[src/srpd_cfg.svh]
// Purpose: Shared constants for the suspend, resume and deep sleep command pair.
// Assumes: core_clk runs at 200 MHz.
// Notes:   Times are given in ns and converted to cycles here, except the stop length, given in cycles.
`ifndef SRPD_CFG_SVH
`define SRPD_CFG_SVH
`define SRPD_OP_ERS_SUSP      8'h75
`define SRPD_OP_ERS_RESM      8'h7A
`define SRPD_OP_PGM_SUSP      8'h85
`define SRPD_OP_PGM_RESM      8'h8A
`define SRPD_OP_SLEEP         8'hB9
`define SRPD_OP_WAKE          8'hAB
`define SRPD_OP_RDSTAT        8'h05
`define SRPD_OP_ERASE         8'hD8
`define SRPD_OP_PROG          8'h02
`define SRPD_BUSY_BIT         0
`define SRPD_SLEEP_FLAG_BIT   31
`define SRPD_SLEEP_FLAG_VAL   1'b0
`define SRPD_CLK_PERIOD_NS    5
`define SRPD_WAKE_CNT_FIELD   5'h1D
`define SRPD_WAKE_UNIT_NS     1000
`define SRPD_WAKE_NS          ((`SRPD_WAKE_CNT_FIELD + 1) * `SRPD_WAKE_UNIT_NS)
`define SRPD_WAKE_CYC         ((`SRPD_WAKE_NS + `SRPD_CLK_PERIOD_NS - 1) / `SRPD_CLK_PERIOD_NS)
`define SRPD_SUSP_CNT_FIELD   5'h04
`define SRPD_SUSP_UNIT_NS     8000
`define SRPD_SUSP_NS          ((`SRPD_SUSP_CNT_FIELD + 1) * `SRPD_SUSP_UNIT_NS)
`define SRPD_SUSP_CYC         (`SRPD_SUSP_NS / `SRPD_CLK_PERIOD_NS)
`define SRPD_GAP_CNT_FIELD    4'h1
`define SRPD_GAP_UNIT_NS      64000
`define SRPD_GAP_NS           ((`SRPD_GAP_CNT_FIELD + 1) * `SRPD_GAP_UNIT_NS)
`define SRPD_GAP_CYC          ((`SRPD_GAP_NS + `SRPD_CLK_PERIOD_NS - 1) / `SRPD_CLK_PERIOD_NS)
`define SRPD_SUSP_STOP_CYC    16'h0010
`endif

[src/srpd_pkg.sv]
// Purpose: Types shared by both ends of the command link.
// Assumes: Nothing beyond the constants header.
// Notes:   Opcodes live in the header as macros.
package srpd_pkg;
  typedef logic [7:0] srpd_op_type;
  typedef enum logic [4:0] {
    SRPD_IDLE   = 5'h01,
    SRPD_ERASE  = 5'h02,
    SRPD_PROG   = 5'h04,
    SRPD_PAUSED = 5'h08,
    SRPD_SLEEP  = 5'h10
  } srpd_dev_state_type;
  typedef enum logic [3:0] {
    SRPD_H_IDLE = 4'h1,
    SRPD_H_SEND = 4'h2,
    SRPD_H_WAIT = 4'h4,
    SRPD_H_HOLD = 4'h8
  } srpd_host_state_type;
endpackage

[src/srpd_if.sv]
// Purpose: Command link between the host end and the flash end.
// Assumes: One opcode per valid cycle, status answered on the next cycle.
// Notes:   A byte-wide model of the serial frame; no tristate pins needed.
`timescale 1ns/1ps
`default_nettype none
interface srpd_if;
  logic       cmd_valid;
  logic [7:0] cmd_op;
  logic       stat_valid;
  logic [7:0] stat_data;
  modport host (output cmd_valid, output cmd_op, input stat_valid, input stat_data);
  modport dev  (input cmd_valid, input cmd_op, output stat_valid, output stat_data);
endinterface
`default_nettype wire

[src/srpd_dev.sv]
// Purpose: Flash end that decodes suspend, resume, deep sleep and status commands.
// Assumes: The host keeps its spacing rules, notably the resume to pause gap.
// Notes:   Erase and program are modelled as countdowns of configurable length.
// What this block does
// - Opcode 75h pauses an erase in progress.
// - Opcode 7Ah continues a paused erase.
// - Opcode 85h pauses a program in progress.
// - Opcode 8Ah continues a paused program.
// - Deep sleep exists; advertised bit 31 reads 0 out of reset and 1 in reset.
// - Opcode B9h enters deep sleep.
// - Opcode ABh leaves deep sleep.
// - Ready for commands 30 us after wake.
// - Status 05h bit 0 shows busy.
// - Erase pause completes within 40 us.
// - Host waits 128 us resume to pause.
`include "srpd_cfg.svh"
`timescale 1ns/1ps
`default_nettype none
module srpd_dev #(
  parameter logic [23:0] OP_CYC   = 24'h000800,
  parameter logic [15:0] WAKE_CYC = 16'(`SRPD_WAKE_CYC)
) (
  // Clock and reset
  input  wire logic            core_clk,
  input  wire logic            rst_b,
  // Link
  srpd_if.dev                  link,
  // Operation starts from the array side
  input  wire logic            start_erase,
  input  wire logic            start_prog,
  // Status
  output logic                 operation_busy_flag,
  output logic                 deep_sleep_state,
  output logic                 paused_erase,
  output logic                 paused_prog,
  output logic                 sleep_adv_bit
);
  import srpd_pkg::*;
  srpd_dev_state_type st_r;
  logic [23:0]        op_cnt_r;
  logic [15:0]        wake_cnt_r;
  logic [15:0]        stop_cnt_r;
  logic               was_erase_r;
  logic               stopping_r;
  logic               take;
  logic               waking;
  logic               running;
  logic               erase_pause;
  logic               prog_pause;
  logic               pause_hit;
  logic               stop_done;
  logic               op_start;
  logic               erase_resume;
  logic               prog_resume;
  logic               wake_hit;
  // While waking the device drops commands, so a host that breaks the delay sees no effect.
  assign waking = (wake_cnt_r != 16'h0000);
  assign take = link.cmd_valid && !waking &&
                ((st_r != SRPD_SLEEP) || (link.cmd_op == `SRPD_OP_WAKE));
  assign running      = (st_r == SRPD_ERASE) || (st_r == SRPD_PROG);
  assign erase_pause  = take && (st_r == SRPD_ERASE) &&
                        (link.cmd_op == `SRPD_OP_ERS_SUSP);
  assign prog_pause   = take && (st_r == SRPD_PROG) &&
                        (link.cmd_op == `SRPD_OP_PGM_SUSP);
  // A pause that arrives while a stop is already under way changes nothing.
  assign pause_hit    = !stopping_r && (erase_pause || prog_pause);
  assign stop_done    = stopping_r && (stop_cnt_r == `SRPD_SUSP_STOP_CYC);
  // A sleep command in the same cycle as a start wins, and the start is lost.
  assign op_start     = (st_r == SRPD_IDLE) && (start_erase || start_prog) &&
                        !(take && (link.cmd_op == `SRPD_OP_SLEEP));
  assign erase_resume = take && (st_r == SRPD_PAUSED) && was_erase_r &&
                        (link.cmd_op == `SRPD_OP_ERS_RESM);
  assign prog_resume  = take && (st_r == SRPD_PAUSED) && !was_erase_r &&
                        (link.cmd_op == `SRPD_OP_PGM_RESM);
  assign wake_hit     = take && (st_r == SRPD_SLEEP) && (link.cmd_op == `SRPD_OP_WAKE);
  always_ff @(posedge core_clk or negedge rst_b)
  begin
    if (!rst_b)
      st_r <= SRPD_IDLE;
    else
    begin
      case (st_r)
        SRPD_IDLE:
        begin
          if (take && link.cmd_op == `SRPD_OP_SLEEP)
            st_r <= SRPD_SLEEP;
          else if (op_start)
            st_r <= start_erase ? SRPD_ERASE : SRPD_PROG;
        end
        SRPD_ERASE, SRPD_PROG:
        begin
          // The stop takes a fixed short time, well inside the advertised limit.
          if (stop_done)
            st_r <= SRPD_PAUSED;
          else if (!stopping_r && !pause_hit && op_cnt_r == 24'h000000)
            st_r <= SRPD_IDLE;
        end
        SRPD_PAUSED:
        begin
          if (erase_resume)
            st_r <= SRPD_ERASE;
          else if (prog_resume)
            st_r <= SRPD_PROG;
        end
        SRPD_SLEEP:
        begin
          if (wake_hit)
            st_r <= SRPD_IDLE;
        end
        default:
          st_r <= SRPD_IDLE;
      endcase
    end
  end
  // The countdown freezes during a stop, so a resume picks up where it left off.
  always_ff @(posedge core_clk or negedge rst_b)
  begin
    if (!rst_b)
      op_cnt_r <= 24'h000000;
    else if (op_start)
      op_cnt_r <= OP_CYC;
    else if (running && !stopping_r && !pause_hit && op_cnt_r != 24'h000000)
      op_cnt_r <= op_cnt_r - 24'h000001;
  end
  always_ff @(posedge core_clk or negedge rst_b)
  begin
    if (!rst_b)
      was_erase_r <= 1'b0;
    else if (op_start)
      was_erase_r <= start_erase;
  end
  always_ff @(posedge core_clk or negedge rst_b)
  begin
    if (!rst_b)
    begin
      stopping_r <= 1'b0;
      stop_cnt_r <= 16'h0000;
    end
    else if (stopping_r)
    begin
      stop_cnt_r <= stop_cnt_r + 16'h0001;
      if (stop_done)
        stopping_r <= 1'b0;
    end
    else if (pause_hit)
    begin
      stopping_r <= 1'b1;
      stop_cnt_r <= 16'h0000;
    end
  end
  always_ff @(posedge core_clk or negedge rst_b)
  begin
    if (!rst_b)
      wake_cnt_r <= 16'h0000;
    else if (wake_hit)
      wake_cnt_r <= WAKE_CYC;
    else if (waking)
      wake_cnt_r <= wake_cnt_r - 16'h0001;
  end
  always_ff @(posedge core_clk or negedge rst_b)
  begin
    if (!rst_b)
      link.stat_valid <= 1'b0;
    else
      link.stat_valid <= take && (link.cmd_op == `SRPD_OP_RDSTAT);
  end
  // The busy bit shows the state at the edge that accepts the status command.
  always_ff @(posedge core_clk or negedge rst_b)
  begin
    if (!rst_b)
      link.stat_data <= 8'h00;
    else
      link.stat_data <= {7'h00, running};
  end
  always_ff @(posedge core_clk or negedge rst_b)
  begin
    if (!rst_b)
    begin
      operation_busy_flag <= 1'b0;
      deep_sleep_state    <= 1'b0;
    end
    else
    begin
      operation_busy_flag <= running;
      deep_sleep_state    <= (st_r == SRPD_SLEEP);
    end
  end
  always_ff @(posedge core_clk or negedge rst_b)
  begin
    if (!rst_b)
    begin
      paused_erase <= 1'b0;
      paused_prog  <= 1'b0;
    end
    else
    begin
      paused_erase <= (st_r == SRPD_PAUSED) && was_erase_r;
      paused_prog  <= (st_r == SRPD_PAUSED) && !was_erase_r;
    end
  end
  // The advertised flag reads 1 in reset and SRPD_SLEEP_FLAG_VAL after; the flop keeps every output registered.
  always_ff @(posedge core_clk or negedge rst_b)
  begin
    if (!rst_b)
      sleep_adv_bit <= 1'b1;
    else
      sleep_adv_bit <= `SRPD_SLEEP_FLAG_VAL;
  end
endmodule // srpd_dev
`default_nettype wire

[src/flat_wrapper.sv]
// flat-port wrapper written by rule: the top's interface ports become plain ports
module srpd_dev_flat import srpd_pkg::*;
#(
  parameter logic [23:0] OP_CYC   = 24'h000800,
  parameter logic [15:0] WAKE_CYC = 16'(`SRPD_WAKE_CYC)
)
  (core_clk, rst_b, start_erase, start_prog, operation_busy_flag, deep_sleep_state, paused_erase, paused_prog, sleep_adv_bit, link_cmd_valid, link_cmd_op, link_stat_valid, link_stat_data);
  srpd_if link_i ();
  input  wire logic core_clk;
  input  wire logic rst_b;
  input  wire logic start_erase;
  input  wire logic start_prog;
  output logic operation_busy_flag;
  output logic deep_sleep_state;
  output logic paused_erase;
  output logic paused_prog;
  output logic sleep_adv_bit;
  input wire logic [$bits(link_i.cmd_valid)-1:0] link_cmd_valid;
  input wire logic [$bits(link_i.cmd_op)-1:0] link_cmd_op;
  output wire logic [$bits(link_i.stat_valid)-1:0] link_stat_valid;
  output wire logic [$bits(link_i.stat_data)-1:0] link_stat_data;
  assign link_i.cmd_valid = link_cmd_valid;
  assign link_i.cmd_op = link_cmd_op;
  assign link_stat_valid = link_i.stat_valid;
  assign link_stat_data = link_i.stat_data;
  srpd_dev #(.OP_CYC(OP_CYC), .WAKE_CYC(WAKE_CYC)) u_core (.core_clk(core_clk), .rst_b(rst_b), .link(link_i), .start_erase(start_erase), .start_prog(start_prog), .operation_busy_flag(operation_busy_flag), .deep_sleep_state(deep_sleep_state), .paused_erase(paused_erase), .paused_prog(paused_prog), .sleep_adv_bit(sleep_adv_bit));
endmodule
[config.mk]
export PLATFORM = sky130hd
export DESIGN_NAME = srpd_dev_flat
export DESIGN_NICKNAME = d
export VERILOG_FILES = /design/src/srpd_pkg.sv /design/src/srpd_if.sv /design/src/srpd_dev.sv /design/src/flat_wrapper.sv
export VERILOG_INCLUDE_DIRS = /design/src
export SDC_FILE = /design/constraint.sdc
export NUM_CORES = 1
export LEC_CHECK = 0
export BUFFER_PORTS_ARGS = -buffer_cell sky130_fd_sc_hd__buf_2
export CAP_MARGIN = 20
export CORE_MARGIN = 5
export CORE_UTILIZATION = 45
export DETAILED_ROUTE_END_ITERATION = 10
export HOLD_SLACK_MARGIN = 0.05
export PLACE_DENSITY = 0.65
export SLEW_MARGIN = 0
export SYNTH_ARGS = -nofsm -noshare
export SYNTH_HDL_FRONTEND = slang
export SYNTH_SLANG_ARGS = --single-unit
export TNS_END_PERCENT = 50
[constraint.sdc]
create_clock -name core_clk -period 3.6 [get_ports core_clk]
set_clock_uncertainty 0.1 [all_clocks]
set_input_delay 0.72 -clock core_clk [delete_from_list [all_inputs] [get_ports core_clk]]
set_output_delay 0.72 -clock core_clk [all_outputs]
set_load 0.05 [all_outputs]
[Word-level counts from Yosys, hierarchy flattened]
Index checks and enable logic that the tools add are counted.
Storage, ports and cells
  logic and storage cells: 94
  output and inout port bits: 14
  input bits: 13
  flip-flop bits (word level): 69
Operators by class
  equal/unequal tests: 18
  reductions and logical operators: 43
  mux-type cells: 18
  $add $sub $neg: 3
Operators by type and width (number)
  2-to-1 mux 16 bit: 4
  2-to-1 mux 24 bit: 2
  2-to-1 mux 5 bit: 7
  == test 8 bit, second input constant: 4
  logical AND 1 bit: 26
  zero test 24 bit: 1
  nonzero test 24 bit: 1
  subtractor 24 x 1 -> 24 bit, second input constant: 1
  one-hot mux 5 bit (4 select lines): 1
  adder 16 x 1 -> 16 bit, second input constant: 1
  == test 16 x 5 -> 1 bit, second input constant: 1
  == test 8 x 7 -> 1 bit, second input constant: 2
  nonzero test 16 bit: 1
  subtractor 16 x 1 -> 16 bit, second input constant: 1
  == test 8 x 3 -> 1 bit, second input constant: 1
  inequality test 3 x 1 -> 1 bit, second input constant: 2
  nonzero test 2 bit: 3
  == test 5 x 1 -> 1 bit, second input constant: 1
  == test 5 x 2 -> 1 bit, second input constant: 1
  == test 5 x 3 -> 1 bit, second input constant: 1
  == test 5 x 4 -> 1 bit, second input constant: 1
  == test 5 bit, second input constant: 1
  zero test 1 bit: 5
  inequality test 5 bit, second input constant: 1
  7 further kinds: 12

[Depth between registers and ports, before layout]
Gate-level depths: netlist (run 1).
  depth in word-level cells: 14
  mapped depth: 10
  mapped depth without buffers: 8

[Least setup slack after synthesis (run 1)]
OpenSTA, ideal clock, no wires.
  path type: in2reg
  from: input port link_cmd_op[4]
  to: register u_core.op_cnt_r[2]
  stages: 7
  arrival time: 2.229 ns
  slack: 1.149 ns
  setup time: 0.122 ns
  cell sequence: or4b_1 > o22ai_2 > a31oi_4 > clkbuf_1 > nand3_1 > xor2_1 > nor2_1
On the way
  cells in the longest elaborated chain, start to end: 11
RTL lines
  start, declared: line flat_wrapper.sv:19  | input wire logic [$bits(link_i.cmd_op)-1:0] link_cmd_op;
  == test 8 bit (no line)
  logical OR 1 bit: line srpd_dev.sv:59  | ((st_r != SRPD_SLEEP) || (link.cmd_op == `SRPD_OP_WAKE));
  logical AND 1 bit: line srpd_dev.sv:58  | assign take = link.cmd_valid && !waking &&
  logical AND 1 bit, on equally long branches (2 in a row): line srpd_dev.sv:61, srpd_dev.sv:63
  logical OR 1 bit: line srpd_dev.sv:66  | assign pause_hit = !stopping_r && (erase_pause || prog_pause);
  logical AND 1 bit: line srpd_dev.sv:66
  zero test 1 bit: line srpd_dev.sv:122  | else if (running && !stopping_r && !pause_hit && op_cnt_r != 24'h000000)
  logical AND 1 bit (2 in a row): line srpd_dev.sv:122
  nonzero test 2 bit (no line)
  end signal, assigned: line srpd_dev.sv:123  | op_cnt_r <= op_cnt_r - 24'h000001;
  end, declared: line srpd_dev.sv:40  | logic [23:0] op_cnt_r;
Several ways; a longest one is shown, not always the timed one.
A chain may end at the register's enable or synchronous reset.

[Final worst setup path (run 1)]
  from: register u_core.wake_cnt_r[0]
  to: register u_core.op_cnt_r[16]
On the way
  cells in the longest elaborated chain, start to end: 12
RTL lines
  start, declared: line srpd_dev.sv:41  | logic [15:0] wake_cnt_r;
  start signal, assigned: line srpd_dev.sv:158  | wake_cnt_r <= wake_cnt_r - 16'h0001;
  nonzero test 16 bit (*): line srpd_dev.sv:57  | assign waking = (wake_cnt_r != 16'h0000);
  zero test 1 bit (*): line srpd_dev.sv:58
  logical AND 1 bit (*) (2 in a row): line srpd_dev.sv:58
  logical AND 1 bit, on equally long branches (2 in a row): line srpd_dev.sv:61, srpd_dev.sv:63
  logical OR 1 bit: line srpd_dev.sv:66
  logical AND 1 bit: line srpd_dev.sv:66
  zero test 1 bit: line srpd_dev.sv:122
  logical AND 1 bit (2 in a row): line srpd_dev.sv:122
  nonzero test 2 bit (no line)
Mark *: on every way between the ends. The rest lies on a longest branch, timed or not.

==> results of run 1 <==
==> placed cells by master (no fill, tap or decap), drive strengths merged, types with 6 or more instances in the layout <==
cell type,instances
nand3,21
xor2,20
nand2,40
conb,8
nor3,16
or4,10
nand4,15
o21ai,27
or3,6
nor4,7
dfrtp,67
inv,14
and3,8
buf,22
clkbuf,11
nor2,36
o31ai,8
xnor2,9
a21oi,13
==> sequential cells by signal, summed over array words and instances, names as in the netlist <==
register	flops
u_core.was_erase_r	1
u_core.deep_sleep_state	1
u_core.op_cnt_r	24
u_core.stop_cnt_r	16
u_core.paused_prog	1
u_core.link.stat_valid	1
u_core.paused_erase	1
u_core.stopping_r	1
u_core.sleep_adv_bit	1
u_core.wake_cnt_r	16
u_core.link.stat_data	1
u_core.st_r	5
==> cell families after synthesis <==
kind of cell | Yosys count | synth area share [%]
muxes | 2 | 0.563
other | 1 | 0.0993
xor gates and xnor gates | 29 | 6.73
and+or+nand+nor | 192 | 28.8
AOI/OAI and AO/OA | 68 | 12.2
adders and majority gates | 5 | 1.66
buffers and inverters | 32 | 4.18
DFF | 69 | 45.8
==> worst reg2reg max path: stages (launching register included) <==
cell and delay [ps]:
sky130_fd_sc_hd__dfrtp_1 430, sky130_fd_sc_hd__inv_1 90, sky130_fd_sc_hd__ha_1 210, sky130_fd_sc_hd__nor4b_2 180
sky130_fd_sc_hd__and4_1 320, sky130_fd_sc_hd__a31oi_4 500, sky130_fd_sc_hd__nand4_2 270, sky130_fd_sc_hd__or4_1 450
sky130_fd_sc_hd__a21oi_1 150
==> cell type report <==
class | count | area share [%]
Multi-Input combinational cell | 304 | 45.9
Sequential cell | 69 | 41.4
Clock buffer | 11 | 3.39
Tap cell | 105 | 3.15
Timing Repair Buffer | 22 | 2.82
Clock inverter | 5 | 2.01
Inverter | 15 | 1.35
==> worst paths after layout <==
check                                                   from                                 to  depth (start not counted)
setup / recovery            u_core.wake_cnt_r[0]$_DFFE_PN0P_    u_core.op_cnt_r[16]$_DFFE_PN0P_                          8
hold / removal             u_core.stop_cnt_r[15]$_DFFE_PN0N_  u_core.stop_cnt_r[15]$_DFFE_PN0N_                          1
setup reg to reg            u_core.wake_cnt_r[0]$_DFFE_PN0P_    u_core.op_cnt_r[16]$_DFFE_PN0P_                          8
hold reg to reg            u_core.stop_cnt_r[15]$_DFFE_PN0N_  u_core.stop_cnt_r[15]$_DFFE_PN0N_                          1
max in group asynchronous                              rst_b     u_core.op_cnt_r[3]$_DFFE_PN0P_                          2
min in group asynchronous                              rst_b  u_core.deep_sleep_state$_DFF_PN0_                          2
==> stage by stage <==
step	hold WS (ps)	setup WS [ps]
floorplan	324	1150
global placement	391	871
detailed placement	381	799
CTS	394	839
global route	424	612
finish	392	845
==> per-layer routing <==
layer,GRT usage [%],vias to the layer above
met5,0,-
met1,23.2,1510
met3,3.99,5
li1,-,1475
met2,26.4,42
met4,3.99,0
==> power groups by stage <==
stage / sequential (mW) / combinational, mW / clock (mW)
detailed placement: 0.967 / 0.649 / 0
floorplan: 0.966 / 0.502 / 0
global placement: 0.962 / 0.636 / 0
CTS: 0.952 / 0.651 / 0.732
finish: 0.952 / 0.647 / 0.718
global route: 0.966 / 0.725 / 0.771
==> reports/summary.json, run 1 <==
{
  "power.density_mw_per_mm2": 555,
  "synth_top_area_share_pct": 44.4,
  "area_of_the_mapped_netlist_mm2": 0.00377,
  "dp.cells": 515,
  "clk_latency_ps": 350,
  "cp_cell_sequence": "inv_1 -> ha_1 -> nor4b_2 -> and4_1 -> a31oi_4 -> nand4_2 -> or4_1 -> a21oi_1",
  "drt.antenna.violating_nets": 0,
  "share_of_power_burned_in_the_clock_network_pct": 31.0,
  "end_kind": "flip-flop",
  "core_region_area_mm2": 0.00818,
  "start_kind": "flip-flop",
  "clk_root_buffer_cell": "sky130_fd_sc_hd__clkbuf_8",
  "fin_util_pct": 51.1,
  "cellLeakagePower_nw": 1.79,
  "maxSlewHeadroom_pct": 41.6,
  "clkSlewWorstSetupHoldPaths_ps": 80,
  "grt_pass1_vias": 2953,
  "post-synth-top-area-cell": "sky130_fd_sc_hd__dfrtp_1",
  "synth_enable_flop_cells": 0,
  "synth-main-ff-cell": "sky130_fd_sc_hd__dfrtp_1",
  "buffer_ports.inserted": 19,
  "finalPower_mw": 2.32,
  "post_drt_wl_per_cell_um": 14.9,
  "post_layout_nonfiller_instances": 531,
  "crit_family": "simple AND/OR/NAND/NOR gates",
  "place.detailed.hpwl_um": 5540,
  "post-route-period-util_pct": 76.5,
  "worstPathBufferInverterCount": 1,
  "grt_setup_unrepaired": "false",
  "insertedDiodeCount": 0,
  "timing_hold_violations_final": 0,
  "yosys.cell_count.top_type": "sky130_fd_sc_hd__dfrtp_1",
  "crit_type": "flip-flop to flip-flop",
  "comb_power_share_pct": 27.9,
  "drive_gt1_share_pct": 13.6,
  "synth_cell_types": 64,
  "fillers": 770,
  "met1Wirelength_um": 3880,
  "cts_setup_buffers": 0,
  "drt-initial-drc-count": 104,
  "post_cts_resized": 0,
  "cts_tree": "built",
  "cts.path.max_buffers": 2,
  "synth-seq-area-share_pct": 45.8,
  "floorplan.die_area_mm2": 0.0103,
  "peak_supply_drop_mv": 0.221,
  "internal_power_mw": 1.50,
  "die_x_um": 102,
  "wl_met2_um": 3730,
  "final_standard_cell_area_without_fillers_mm2": 0.00417,
  "p_sw_share_pct": 35.1,
  "total_switching_power_mw": 0.812,
  "synth.cells.most_frequent": "sky130_fd_sc_hd__dfrtp_1, sky130_fd_sc_hd__nand2_1, sky130_fd_sc_hd__nor2_1",
  "critPathArrivalTime_ps": 2930,
  "final_max_slew_viol_count": 0,
  "die_height_um": 102,
  "met3_wire_length_um": 270,
  "setup.reg_to_reg.worst_slack_ps": 840,
  "growth_of_design_area_from_synthesis_to_finish_pct": 10.6,
  "avgSynthCellArea_um2": 9.48,
  "tritoncts.num_buffers": 9,
  "tightestPinTransition_ps": 876,
  "layout.area.seq_mm2": 0.00173,
  "grt_max_degree": 70,
  "multi_input_comb_area_mm2": 0.00191,
  "detail_route.drc_violations": 0,
  "cp_slowest_cell": "sky130_fd_sc_hd__a31oi_4",
  "synth_seq_cells": 69,
  "cts_hold_buffers": 0,
  "period_needed_ps": 2760,
  "drt_first_pass_iters": 4,
  "run_status": "finished clean",
  "rows": 33,
  "worst_hold_path_type": "flip-flop to flip-flop",
  "yosys_warnings": 0,
  "floorplan.initialDensity_pct": 46.2,
  "synthesis.instances": 398,
  "report.final.setup_viol": 0,
  "finalNetCount": 439,
  "grt_util_all_layers_pct": 16.7,
  "routed_via_density": 5.71,
  "critical_path_required_ps": 3770,
  "ctsHtreeMaxLevel": 3,
  "postPlaceCellArea_mm2": 0.00395,
  "fmaxAchievable_mhz": 363,
  "postSynth.asyncResetShare_pct": 100,
  "grt_overflow": 0,
  "routabilityCongestion": 0.754,
  "setup-tns-final_ps": 0,
  "synth_area_leaders": "sky130_fd_sc_hd__dfrtp_1, sky130_fd_sc_hd__xor2_1, sky130_fd_sc_hd__nand2_1",
  "maxUsedRoutingLayer": "met4",
  "grt_first_pass_wirelength_um": 13800,
  "vias": 3032,
  "drt-total-wl_um": 7940,
  "num_io_pins": 27,
  "antenna_found_initial": 0,
  "power_share_of_the_sequential_group_pct": 41.1,
  "drv.max_cap_violation_count": 0,
  "critical-path-max-stage-delay_ps": 490,
  "numClockSinks": 69,
  "cp_max_fanout": 18
}
No activity file was read; power rests on OpenSTA's default activity.
==> run 2, diff against run 1 <==
Clock period 3.6 ns to 2.73 ns, I/O delays scaled along.
==> reports/summary.json, run 2 (synthesized netlist as in run 1, its figures left out) <==
{
  "cts_hold_buffers": {"value": 0, "change": "unchanged"},
  "maxSlewHeadroom": {"value": 44.6, "unit": "%", "change": "+2.9 points"},
  "numClockSinks": {"value": 69, "change": "unchanged"},
  "end_kind": "flip-flop",
  "post_layout_nonfiller_instances": {"value": 540, "change": "+1.7%"},
  "die_x": {"value": 102, "unit": "um", "change": "unchanged"},
  "grt_util_all_layers": {"value": 16.6, "unit": "%", "change": "-0.11 points"},
  "num_io_pins": {"value": 27, "change": "unchanged"},
  "post-route-period-util": {"value": 95.0, "unit": "%", "change": "+18 points"},
  "drv.max_cap_violation_count": {"value": 0, "change": "unchanged"},
  "drt-total-wl": {"value": 7890, "unit": "um", "change": "-0.59%"},
  "core_region_area": {"value": 0.00818, "unit": "mm^2", "change": "unchanged"},
  "cellLeakagePower": {"value": 1.84, "unit": "nW", "change": "+3.0%"},
  "drt.antenna.violating_nets": {"value": 0, "change": "unchanged"},
  "routabilityCongestion": {"value": 0.830, "change": "+10%"},
  "floorplan.initialDensity": {"value": 46.2, "unit": "%", "change": "unchanged"},
  "setup-tns-final": {"value": 0, "unit": "ps", "change": "unchanged"},
  "insertedDiodeCount": {"value": 0, "change": "unchanged"},
  "ctsHtreeMaxLevel": {"value": 3, "change": "unchanged"},
  "grt_overflow": {"value": 0, "change": "unchanged"},
  "rows": {"value": 33, "change": "unchanged"},
  "drive_gt1_share": {"value": 15.9, "unit": "%", "change": "+2.2 points"},
  "clk_latency": {"value": 350, "unit": "ps", "change": "about the same"},
  "biggestRegsByFlops": "u_core.op_cnt_r (24), u_core.stop_cnt_r (16), u_core.wake_cnt_r (16)",
  "grt_setup_unrepaired": "false",
  "power.density": {"value": 731, "unit": "mW/mm^2", "change": "+32%"},
  "tritoncts.num_buffers": {"value": 9, "change": "unchanged"},
  "cts_setup_buffers": {"value": 0, "change": "unchanged"},
  "growth_of_design_area_from_synthesis_to_finish_pct": 13.5,
  "antenna_found_initial": {"value": 0, "change": "unchanged"},
  "place.detailed.hpwl": {"value": 5640, "unit": "um", "change": "+1.8%"},
  "post_drt_wl_per_cell": {"value": 14.6, "unit": "um", "change": "-2.2%"},
  "globalRoute.busiestLayer": "met2",
  "final_common_cell": "sky130_fd_sc_hd__dfrtp_1",
  "clkSlewWorstSetupHoldPaths": {"value": 80, "unit": "ps", "change": "about the same"},
  "clk_root_buffer_cell": "sky130_fd_sc_hd__clkbuf_8",
  "floorplan.die_area": {"value": 0.0103, "unit": "mm^2", "change": "unchanged"},
  "detail_route.drc_violations": {"value": 0, "change": "unchanged"},
  "tightestPinTransition": {"value": 829, "unit": "ps", "change": "-47.1 ps"},
  "run_status": "finished clean",
  "grt_max_degree": {"value": 43, "change": "-39%"},
  "grt_pass1_vias": {"value": 2949, "change": "-0.14%"},
  "gr-usage-met3": {"value": 3.31, "unit": "%", "change": "-0.69 points"},
  "routed_via_density": {"value": 5.59, "change": "-2.1%"},
  "cp_max_fanout": {"value": 10, "change": "-8"},
  "cts.path.max_buffers": {"value": 2, "change": "unchanged"},
  "cts_tree": "built",
  "peak_supply_drop": {"value": 0.368, "unit": "mV", "change": "+67%"},
  "grt_first_pass_wirelength": {"value": 13800, "unit": "um", "change": "-0.40%"},
  "gr_layer_usage_met2": {"value": 26.2, "unit": "%", "change": "-0.20 points"},
  "period_needed": {"value": 2590, "unit": "ps", "change": "-162 ps"},
  "timing_hold_violations_final": {"value": 0, "change": "unchanged"},
  "drt-initial-drc-count": {"value": 117, "change": "+13%"},
  "largest_reg_flops": {"value": 24, "change": "unchanged"},
  "die_height": {"value": 102, "unit": "um", "change": "unchanged"},
  "mostFrequentLayoutCells": "sky130_fd_sc_hd__dfrtp_1, sky130_fd_sc_hd__nand2_1, sky130_fd_sc_hd__nor2_1",
  "worst_hold_path_type": "input pin to asynchronous set/reset pin",
  "critical_path_required": {"value": 2900, "unit": "ps", "change": "-870 ps"},
  "critPathArrivalTime": {"value": 2760, "unit": "ps", "change": "-170 ps"},
  "postPlaceCellArea": {"value": 0.00404, "unit": "mm^2", "change": "+2.3%"},
  "vias": {"value": 3020, "change": "-0.40%"},
  "start_kind": "flip-flop",
  "finalNetCount": {"value": 448, "change": "+2.1%"},
  "final_standard_cell_area_without_fillers": {"value": 0.00428, "unit": "mm^2", "change": "+2.6%"},
  "fmaxAchievable": {"value": 386, "unit": "MHz", "change": "+6.3%"},
  "buffer_ports.inserted": {"value": 19, "change": "unchanged"},
  "report.final.setup_viol": {"value": 0, "change": "unchanged"},
  "dp.cells": {"value": 524, "change": "+1.7%"},
  "top_register": "u_core.op_cnt_r",
  "drt_first_pass_iters": {"value": 4, "change": "unchanged"},
  "crit_type": "flip-flop to flip-flop",
  "hold_slack": {"value": 119, "unit": "ps", "change": "-273 ps"},
  "final_max_slew_viol_count": {"value": 0, "change": "unchanged"},
  "global_route.usage.met1": {"value": 22.7, "unit": "%", "change": "-0.50 points"}
}
[run 2: area by class of cell]
cell class                 instances  area [um^2]
timing repair buffer              31          210
clock buffer                      11          151
tap                              105          131
inverter                          15         56.3
fill                             758         3890
multi-input combinational        304         1920
sequential                        69         1730
clock inverter                     5         81.3
[run 2: metrics by stage]
step / power (mW) / worst slack [ps] / utilization [%]
floorplan: 1.94 / 357 / -
global placement: 2.15 / 173 / 49.4
detailed placement: 2.17 / 119 / 49.4
CTS: 3.14 / 104 / 52.3
global route: 3.32 / 11.4 / 52.4
finish: 3.13 / 137 / 52.4
[run 2: final timing paths]
| path | startpoint | endpoint | slack (ps) | cells past startpoint |
|---|---|---|---|---|
| setup / recovery | u_core.wake_cnt_r[1]$_DFFE_PN0P_ | u_core.op_cnt_r[12]$_DFFE_PN0P_ | 140 | 9 |
| hold / removal | rst_b | u_core.paused_erase$_DFF_PN0_ | 120 | 1 |
| setup reg to reg | u_core.wake_cnt_r[1]$_DFFE_PN0P_ | u_core.op_cnt_r[12]$_DFFE_PN0P_ | 140 | 9 |
| hold reg to reg | u_core.stop_cnt_r[13]$_DFFE_PN0N_ | u_core.stop_cnt_r[13]$_DFFE_PN0N_ | 420 | 1 |
| max in group asynchronous | rst_b | u_core.op_cnt_r[5]$_DFFE_PN0P_ | 1750 | 2 |
| min in group core_clk | start_erase | u_core.was_erase_r$_DFFE_PN0N_ | 380 | 2 |
[run 2: report_power, final]
group / total [mW] / internal, mW / switching, mW
Sequential: 1.26 / 1.14 / 0.119
Combinational: 0.908 / 0.350 / 0.558
Clock: 0.968 / 0.566 / 0.402
[run 2: what timing repair did]
action / CTS / global route
endpoints found under the hold margin: 0 / 0
setup endpoints to repair: 0 / 5
resized for setup: 0 / 3
[run 2: routing by layer]
layer / share of wire (%) / vias up
li1: - / 1494
met1: 48 / 1470
met2: 48 / 49
met3: 3.8 / 7
met4: 1.2 / 0
met5: 0 / -
[run 2: worst max-delay path: stages, from the launching register on]
cell,delay [ps]
sky130_fd_sc_hd__dfrtp_1,400
sky130_fd_sc_hd__inv_1,80
sky130_fd_sc_hd__ha_1,190
sky130_fd_sc_hd__nor4b_2,170
sky130_fd_sc_hd__and4_2,260
sky130_fd_sc_hd__buf_4,160
sky130_fd_sc_hd__a31oi_4,330
sky130_fd_sc_hd__nand3_1,200
sky130_fd_sc_hd__or4_1,450
sky130_fd_sc_hd__a21oi_1,180
